[config.mk]
export PLATFORM = sky130hd
export DESIGN_NAME = spcr_regs
export DESIGN_NICKNAME = d
export VERILOG_FILES = /design/src/hdl/spcr_pkg.sv /design/src/hdl/spcr_regs.sv
export VERILOG_INCLUDE_DIRS = /design/src /design/src/hdl
export SDC_FILE = /design/constraint.sdc
export NUM_CORES = 1
export LEC_CHECK = 0
export ABC_AREA = 1
export BUFFER_PORTS_ARGS = -buffer_cell sky130_fd_sc_hd__buf_2
export CAP_MARGIN = 30
export CORE_MARGIN = 5
export CORE_UTILIZATION = 35
export CTS_BUF_LIST = sky130_fd_sc_hd__clkbuf_8
export DETAILED_ROUTE_END_ITERATION = 12
export HOLD_SLACK_MARGIN = 0.08
export PLACE_DENSITY = 0.69
export SLEW_MARGIN = 20
export SYNTH_ARGS = -nofsm -noshare
export SYNTH_HDL_FRONTEND = slang
export SYNTH_SLANG_ARGS = --single-unit
[constraint.sdc]
create_clock -name clock -period 1.97 [get_ports clock]
set_clock_uncertainty 0.1 [all_clocks]
set_input_delay 0.197 -clock clock [delete_from_list [all_inputs] [get_ports clock]]
set_output_delay 0.197 -clock clock [all_outputs]
set_load 0.02 [all_outputs]
[src/hdl/spcr_map.svh]
// Purpose: Offsets, bit positions and reset values of the serial port configuration registers
// Assumes: 12-bit register addresses, 8-bit register data
// Notes on behaviour
// - Bit 7 of register 0x000 selects SPI data mode; ignored in I2C mode.
// - Bit 7 low: bidirectional pin reads and writes; serial output pin stays undriven.
// - Bit 6 low: MSB first, address decrements in multibyte transfers.
// - Bit 6 high: LSB first, address increments in multibyte transfers.
// - Bit-order setting applies only to SPI, ignored in I2C mode.
// - Writing bit 5 high restores register defaults, then bit clears itself.
// - Readback select low: buffered registers read back their active values.
// - Readback select high: buffered registers read back pending buffer values.
`ifndef SPCR_MAP_SVH
`define SPCR_MAP_SVH
`define SPCR_ADDR_CONFIG 12'h000
`define SPCR_ADDR_RB_SEL 12'h004
`define SPCR_BIT_UNIDIR 7
`define SPCR_BIT_LSB_FIRST 6
`define SPCR_BIT_SOFT_RST 5
`define SPCR_BIT_RB_BUFFER 0
`define SPCR_BIT_RESERVED 4
`define SPCR_BIT_MIR_RESERVED 3
`define SPCR_BIT_MIR_SOFT_RST 2
`define SPCR_BIT_MIR_LSB_FIRST 1
`define SPCR_BIT_MIR_UNIDIR 0
`define SPCR_RST_UNIDIR 1'h0
`define SPCR_RST_LSB_FIRST 1'h0
`define SPCR_RST_RB_BUFFER 1'h0
`define SPCR_RST_SOFT_RST 1'h0
`define SPCR_RST_RVALID 1'h0
`define SPCR_ZERO_BYTE 8'h00
`endif

[src/hdl/spcr_pkg.sv]
// Purpose: Types of the serial port configuration register block
// Assumes: Constants live in spcr_map.svh
// Notes: State of the block is one packed struct
package spcr_pkg;
	typedef logic [11:0] spcr_addr_type;
	typedef logic [7:0] spcr_byte_type;
	typedef struct packed {
		logic unidir;
		logic lsb_first;
		logic rb_buffer;
		logic soft_rst;
		logic rvalid;
		spcr_byte_type rdata;
	} spcr_state_type;
endpackage

[src/hdl/spcr_regs.sv]
// Purpose: Serial port configuration and readback-source registers behind the register-access layer
// Assumes: Access layer runs on this clock; one access per cycle, read data one cycle later
// Notes: Other register banks sit outside; their readback goes through the mux here
`timescale 1ns/1ps
`include "spcr_map.svh"
`default_nettype none
module spcr_regs
	import spcr_pkg::*;
(
	input wire logic clock,
	input wire logic arst_n,
	input wire logic i2c_mode,
	input wire logic wr_en,
	input wire logic rd_en,
	input wire spcr_addr_type addr,
	input wire spcr_byte_type wdata,
	input wire logic read_phase,
	input wire logic ext_buffered,
	input wire spcr_byte_type ext_active_data,
	input wire spcr_byte_type ext_buffer_data,
	output spcr_byte_type rdata,
	output logic rvalid,
	output logic unidir_mode_select,
	output logic lsb_first,
	output logic addr_increment,
	output logic soft_reset,
	output logic sdio_read_oe,
	output logic serial_out_pin_oe
);
	spcr_state_type st_q;
	spcr_state_type st_d;

	function automatic logic hit(input spcr_addr_type a, input spcr_addr_type off);
		hit = (a == off);
	endfunction

	function automatic spcr_byte_type mirror(input logic [3:0] hi);
		mirror = {hi, hi[0], hi[1], hi[2], hi[3]};
	endfunction

	always_comb begin
		st_d = st_q;
		st_d.soft_rst = 1'h0;
		st_d.rvalid = rd_en;
		if (rd_en) begin
			if (hit(addr, `SPCR_ADDR_CONFIG)) begin
				// Soft reset bit reads high only in its one active cycle
				st_d.rdata = mirror({st_q.unidir, st_q.lsb_first, st_q.soft_rst, 1'h0});
			end else if (hit(addr, `SPCR_ADDR_RB_SEL)) begin
				st_d.rdata = `SPCR_ZERO_BYTE;
				st_d.rdata[`SPCR_BIT_RB_BUFFER] = st_q.rb_buffer;
			end else if (ext_buffered && st_q.rb_buffer) begin
				st_d.rdata = ext_buffer_data;
			end else if (ext_buffered) begin
				st_d.rdata = ext_active_data;
			end else begin
				st_d.rdata = ext_active_data;
			end
		end
		if (wr_en && hit(addr, `SPCR_ADDR_CONFIG)) begin
			// Only the upper nibble is decoded; the mirror nibble is the host's duty
			st_d.unidir = wdata[`SPCR_BIT_UNIDIR];
			st_d.lsb_first = wdata[`SPCR_BIT_LSB_FIRST];
		end
		if (wr_en && hit(addr, `SPCR_ADDR_RB_SEL)) begin
			st_d.rb_buffer = wdata[`SPCR_BIT_RB_BUFFER];
		end
		if (st_q.soft_rst) begin
			// Defaults win over any write landing in the reset cycle
			st_d.unidir = `SPCR_RST_UNIDIR;
			st_d.lsb_first = `SPCR_RST_LSB_FIRST;
			st_d.rb_buffer = `SPCR_RST_RB_BUFFER;
		end
		if (wr_en && hit(addr, `SPCR_ADDR_CONFIG) && wdata[`SPCR_BIT_SOFT_RST]) begin
			st_d.soft_rst = 1'h1;
		end
	end

	always_ff @(posedge clock or negedge arst_n) begin
		if (!arst_n) begin
			st_q.unidir <= `SPCR_RST_UNIDIR;
			st_q.lsb_first <= `SPCR_RST_LSB_FIRST;
			st_q.rb_buffer <= `SPCR_RST_RB_BUFFER;
			st_q.soft_rst <= `SPCR_RST_SOFT_RST;
			st_q.rvalid <= `SPCR_RST_RVALID;
			st_q.rdata <= `SPCR_ZERO_BYTE;
		end else begin
			st_q <= st_d;
		end
	end

	assign rdata = st_q.rdata;
	assign rvalid = st_q.rvalid;
	assign soft_reset = st_q.soft_rst;
	// I2C has its own framing, so both SPI options are forced inactive there
	assign unidir_mode_select = st_q.unidir && !i2c_mode;
	assign lsb_first = st_q.lsb_first && !i2c_mode;
	assign addr_increment = st_q.lsb_first && !i2c_mode;
	assign sdio_read_oe = read_phase && !unidir_mode_select;
	assign serial_out_pin_oe = read_phase && unidir_mode_select;

	// Decoded accesses, shared by the checks below
	logic cfg_write;
	logic rb_write;
	logic soft_write;
	logic cfg_read;
	logic rb_read;
	logic ext_read;

	assign cfg_write = wr_en && hit(addr, `SPCR_ADDR_CONFIG);
	assign rb_write = wr_en && hit(addr, `SPCR_ADDR_RB_SEL);
	assign soft_write = cfg_write && wdata[`SPCR_BIT_SOFT_RST];
	assign cfg_read = rd_en && hit(addr, `SPCR_ADDR_CONFIG);
	assign rb_read = rd_en && hit(addr, `SPCR_ADDR_RB_SEL);
	assign ext_read = rd_en && !cfg_read && !rb_read;

	// A rewrite of the bit inside the pulse restarts it, since the set wins
	soft_reset_one_a: assert property (@(posedge clock) disable iff (!arst_n)
		(soft_reset && !soft_write)
		|=> !soft_reset)
		else $error("Soft reset longer than one cycle");
	soft_reset_cause_a: assert property (@(posedge clock) disable iff (!arst_n)
		soft_write
		|=> soft_reset)
		else $error("Soft reset write not taken");
	soft_reset_defaults_a: assert property (@(posedge clock) disable iff (!arst_n)
		soft_reset
		|=> (st_q.unidir == `SPCR_RST_UNIDIR && st_q.lsb_first == `SPCR_RST_LSB_FIRST
		&& st_q.rb_buffer == `SPCR_RST_RB_BUFFER))
		else $error("Defaults not restored");

	mode_i2c_gate_a: assert property (@(posedge clock) disable iff (!arst_n)
		i2c_mode
		|-> (!unidir_mode_select && !lsb_first && !addr_increment))
		else $error("SPI options active in I2C mode");
	mode_write_a: assert property (@(posedge clock) disable iff (!arst_n)
		(cfg_write && !wdata[`SPCR_BIT_SOFT_RST] && !soft_reset && !i2c_mode) ##1 !i2c_mode
		|-> unidir_mode_select == $past(wdata[`SPCR_BIT_UNIDIR]))
		else $error("Data mode not applied");
	unidir_write_a: assert property (@(posedge clock) disable iff (!arst_n)
		(cfg_write && !soft_reset)
		|=> st_q.unidir == $past(wdata[`SPCR_BIT_UNIDIR]))
		else $error("Data mode bit not stored");
	order_write_a: assert property (@(posedge clock) disable iff (!arst_n)
		(cfg_write && !soft_reset)
		|=> st_q.lsb_first == $past(wdata[`SPCR_BIT_LSB_FIRST]))
		else $error("Bit order not stored");
	mode_hold_a: assert property (@(posedge clock) disable iff (!arst_n)
		(!cfg_write && !soft_reset)
		|=> ($stable(st_q.unidir) && $stable(st_q.lsb_first)))
		else $error("Mode bits changed without a write");
	order_step_a: assert property (@(posedge clock) disable iff (!arst_n)
		lsb_first == addr_increment)
		else $error("Bit order and address step disagree");
	msb_default_a: assert property (@(posedge clock) disable iff (!arst_n)
		(!i2c_mode && !st_q.lsb_first)
		|-> (!lsb_first && !addr_increment))
		else $error("Bit order not MSB first with decrement");
	lsb_set_a: assert property (@(posedge clock) disable iff (!arst_n)
		(!i2c_mode && st_q.lsb_first)
		|-> (lsb_first && addr_increment))
		else $error("Bit order not LSB first with increment");

	pin_enable_excl_a: assert property (@(posedge clock) disable iff (!arst_n)
		!(sdio_read_oe && serial_out_pin_oe))
		else $error("Both read pins driven");
	bidir_pins_a: assert property (@(posedge clock) disable iff (!arst_n)
		(read_phase && !i2c_mode && !st_q.unidir)
		|-> (sdio_read_oe && !serial_out_pin_oe))
		else $error("Serial out driven in bidirectional mode");
	unidir_pins_a: assert property (@(posedge clock) disable iff (!arst_n)
		(read_phase && !i2c_mode && st_q.unidir)
		|-> (serial_out_pin_oe && !sdio_read_oe))
		else $error("Read data not on serial out in unidirectional mode");
	i2c_pins_a: assert property (@(posedge clock) disable iff (!arst_n)
		(read_phase && i2c_mode)
		|-> (sdio_read_oe && !serial_out_pin_oe))
		else $error("Data mode bit honoured in I2C mode");
	oe_idle_a: assert property (@(posedge clock) disable iff (!arst_n)
		!read_phase
		|-> (!sdio_read_oe && !serial_out_pin_oe))
		else $error("Read pin driven outside read phase");

	rvalid_pulse_a: assert property (@(posedge clock) disable iff (!arst_n)
		rd_en
		|=> rvalid)
		else $error("Read not answered");
	rvalid_idle_a: assert property (@(posedge clock) disable iff (!arst_n)
		!rd_en
		|=> !rvalid)
		else $error("Read valid without a read");
	rdata_hold_a: assert property (@(posedge clock) disable iff (!arst_n)
		!rd_en
		|=> $stable(rdata))
		else $error("Read data changed without a read");
	cfg_read_bits_a: assert property (@(posedge clock) disable iff (!arst_n)
		cfg_read
		|=> (rdata[`SPCR_BIT_UNIDIR] == $past(st_q.unidir) && rdata[`SPCR_BIT_LSB_FIRST] == $past(st_q.lsb_first)
		&& rdata[`SPCR_BIT_SOFT_RST] == $past(st_q.soft_rst) && !rdata[`SPCR_BIT_RESERVED]))
		else $error("Configuration readback wrong");
	cfg_mirror_a: assert property (@(posedge clock) disable iff (!arst_n)
		cfg_read
		|=> (rdata[`SPCR_BIT_MIR_UNIDIR] == rdata[`SPCR_BIT_UNIDIR]
		&& rdata[`SPCR_BIT_MIR_LSB_FIRST] == rdata[`SPCR_BIT_LSB_FIRST]
		&& rdata[`SPCR_BIT_MIR_SOFT_RST] == rdata[`SPCR_BIT_SOFT_RST]
		&& rdata[`SPCR_BIT_MIR_RESERVED] == rdata[`SPCR_BIT_RESERVED]))
		else $error("Configuration readback not mirrored");
	rb_sel_read_a: assert property (@(posedge clock) disable iff (!arst_n)
		rb_read
		|=> rdata[`SPCR_BIT_RB_BUFFER] == $past(st_q.rb_buffer))
		else $error("Readback select not read back");
	rb_sel_write_a: assert property (@(posedge clock) disable iff (!arst_n)
		(rb_write && !soft_reset)
		|=> st_q.rb_buffer == $past(wdata[`SPCR_BIT_RB_BUFFER]))
		else $error("Readback select not stored");
	rb_hold_a: assert property (@(posedge clock) disable iff (!arst_n)
		(!rb_write && !soft_reset)
		|=> $stable(st_q.rb_buffer))
		else $error("Readback select changed without a write");
	rb_buffer_a: assert property (@(posedge clock) disable iff (!arst_n)
		(ext_read && ext_buffered && st_q.rb_buffer)
		|=> rdata == $past(ext_buffer_data))
		else $error("Buffer value not read back");
	rb_active_a: assert property (@(posedge clock) disable iff (!arst_n)
		(ext_read && ext_buffered && !st_q.rb_buffer)
		|=> rdata == $past(ext_active_data))
		else $error("Active value not read back");
	unbuffered_a: assert property (@(posedge clock) disable iff (!arst_n)
		(ext_read && !ext_buffered)
		|=> rdata == $past(ext_active_data))
		else $error("Stored value not read back");
endmodule
`default_nettype wire

==> qor.csv <==
stage,metric,value,unit
floorplan,core area,0.00245,mm^2
global_route,first-pass GRT wire length,3.14,mm
cells_and_area,fin area,0.00117,mm^2
sta,TNS Setup,0,ns
routing,Final ANT Viol Nets,0,
floorplan,Die Area,0.00362,mm^2
sta,RSZ-0062 raised after global routing,false,
power,Pleak,0.709,nW
sta,fmax,0.771,GHz
clocking,Sink Count,13,
routing,DR pass1 iterations,4,
sta,final period utilization,65.8,%
clocking,Root Buffer,clkbuf_8,
power,Combinational Power Share,21.2,%
clocking,H-tree depth,1,
global_route,Overflow after GRT,0,
routing,via count,904,
clocking,clk buf depth,2,
floorplan,Rows,18,
cells_and_area,Layout area overhead,32.5,%
power,Total Power,0.656,mW
power,sequential share of power,44.4,%
power,Internal Power,0.481,mW
global_route,initial antenna violation count,0,
floorplan,Initial Util,35.9,%
global_route,GRT Util Overall,11.6,%
cells_and_area,fillers,267,
logic_synthesis,count of different cell masters after synthesis,21,
cells_and_area,Final nets,214,
clocking,total setup buffers inserted after CTS,0,
sta,worst slew pin tran,0.311,ns
logic_synthesis,Yosys reg bits,13,
logic_synthesis,sequential-to-total area share from yosys stat,36.9,%
clocking,TritonCTS buffer count,3,
worst_setup_path,Setup crit start kind,flip-flop,
worst_setup_path,Crit path arrival time,1.00,ns
clocking,clk slew on worst S/H paths,0.05,ns
cells_and_area,Final Non-Filler Cells,200,
sta,# setup viols final,0,
job,Max Cap Viol,0,
routing,vias per inst,4.52,
global_route,largest net degree at the start of global routing,14,
worst_setup_path,FF-to-FF path depth,7,
worst_setup_path,CP Class,flip-flop to output pin,
worst_setup_path,Worst EP required,1.67,ns
sta,Hold WS,0.0973,ns
floorplan,I/O Pins,58,
routing,DRC Markers,0,
worst_setup_path,reg2reg start,st_q[10],
power,Clock power frac,34.3,%
logic_synthesis,"Net Count, Synth",166,
placed_design,Placed Area,0.00110,mm^2
worst_setup_path,Worst R2R Setup Slack,0.71,ns
cells_and_area,layout cells sized above 1,38.2,%
power,pwr dens,561,mW/mm^2
run_status,status,"complete, no violations",
power,worst vdd ir,435,uV
worst_setup_path,R2R Path End,rdata[0],
worst_setup_path,critical path endpoint,serial_out_pin_oe,
sta,Final Critical Period,1.30,ns
logic_synthesis,Yosys warnings,0,
routing,final WL,2.07,mm
worst_setup_path,CP Launch Point,st_q[12],
logic_synthesis,Cells after Synth,123,
routing,Routed WL per cell,10.3,um
power,Sw Share,26.6,%
worst_setup_path,critical path endpoint category,output pin,
worst_hold_path,Min-Delay Path Class,input pin to flip-flop,
cells_and_area,Ant. Diodes,0,
floorplan,die width,60.2,um
clocking,Skew-Pair Late Insertion Delay,0.24,ns
sta,Max transition margin,79.2,%
global_route,vias in the first global route,819,
clocking,CTS tree,yes,
power,NetSw,0.174,mW
routing,number of DRC markers in iteration 0,17,
sta,final slew viol count,0,
placed_design,Port Buffer Count,53,
placed_design,dpl cells,194,
logic_synthesis,Avg Synthesized Cell Area,7.17,um^2
logic_synthesis,Post-Syn Area,882,um^2
placed_design,Placer Congestion,0.780,
placed_design,dpl hpwl,1.76,mm
floorplan,die extent in y,60.2,um
sta,final hold violations,0,
worst_setup_path,CP Max Fanout,3,
kinds of logic after synthesis:
group           synth area share (%)
buf+inv                         16.9
compound gates                  7.94
flops                           36.9
simple gates                    36.0
mux                             2.27
cell usage in the layout, fill, tap and decap left out:
cell	netlist	layout
buf_2	1	53
nand2_1	26	26
inv_1	18	19
nor2_1	16	16
nand3_1	14	14
dfrtp_1	13	13
a21oi_1	5	5
nand2_2	4	4
clkbuf_8	0	3
nor2_8	2	2
nor3_1	2	2
mux2i_1	2	2
o22ai_1	2	2
o21ai_0	2	2
dlygate4sd3_1	0	2
or2_4	1	1
o21ai_1	1	1
o21ai_2	1	1
a21oi_2	1	1
nand4_1	1	1
stage by stage:
step / setup WS, ns / utilization (%)
final: 0.673 / 47.6
after global routing: 0.598 / 47.6
after CTS: 0.657 / 47.6
after detailed placement: 0.694 / 45.0
after global placement: 0.747 / 45.0
after floorplan: 0.765 / -
critical path: stages (launching register included):
cell and delay (ns):
dfrtp_1 0.37, inv_1 0.06, nor3_1 0.15, buf_2 0.18
power by group through the flow:
stage               Combinational, mW  Sequential, mW  Clock, mW
floorplan                      0.0917           0.296          0
global placement                0.136           0.295          0
detailed placement              0.139           0.296          0
CTS                             0.142           0.292      0.235
global route                    0.156           0.294      0.246
finish                          0.139           0.292      0.225
worst min path at each step:
stage | from | to | slack (ns) | depth (start not counted)
after floorplan | arst_n | rdata[0] | -0.20 | 0
after global placement | arst_n | rdata[4] | 0.00006 | 1
after detailed placement | arst_n | rdata[4] | 0.004 | 1
after CTS | wdata[7] | st_q[12] | 0.1 | 3
after global routing | rd_en | rvalid | 0.11 | 1
final | wdata[7] | st_q[12] | 0.1 | 3
state kept, by name (all words and copies together) (netlist names):
register / cells
rdata: 8
rvalid: 1
soft_reset: 1
st_q: 3
final cells by class:
type                       count  area, um^2  area share [%]
multi-input combinational     80         408            34.9
sequential                    13         325            27.8
timing repair buffer          55         285            24.4
tap                           30        37.5            3.21
inverter                      18        67.6            5.78
clock buffer                   3        41.3            3.53
clock inverter                 1        3.75           0.321
what timing repair did:
item                                   4_1_cts  5_1_grt
gates resized for setup                      0        0
endpoints found under the hold margin       14        0
hold buffers                                 2        0
cells in the mapped netlist:
cell | instances | area (um^2)
o21ai_1 | 1 | 5.00
a21oi_1 | 5 | 25.0
inv_1 | 18 | 67.6
nor3_1 | 2 | 10.0
o21ai_0 | 2 | 10.0
buf_2 | 1 | 5.00
nand2_2 | 4 | 25.0
clkbuf_1 | 1 | 3.75
or2_4 | 1 | 8.76
nand4_1 | 1 | 6.26
o21ai_2 | 1 | 8.76
a21oi_2 | 1 | 8.76
dfrtp_1 | 13 | 325
clkbuf_2 | 1 | 5.00
buf_4 | 9 | 67.6
nor2_1 | 16 | 60.1
nand2_1 | 26 | 97.6
o22ai_1 | 2 | 12.5
nor2_8 | 2 | 40.0
nand3_1 | 14 | 70.1
mux2i_1 | 2 | 20.0
routing by layer:
| layer | track usage, % | share of wire (%) | up-vias |
|---|---|---|---|
| met5 | 0 | 0 | - |
| met2 | 20.8 | 54 | 27 |
| met3 | 3.89 | 7.5 | 4 |
| met4 | 4.75 | 1.8 | 0 |
| met1 | 12.1 | 37 | 404 |
| li1 | - | - | 469 |
Note: power is estimated with default switching activity, not from simulation.
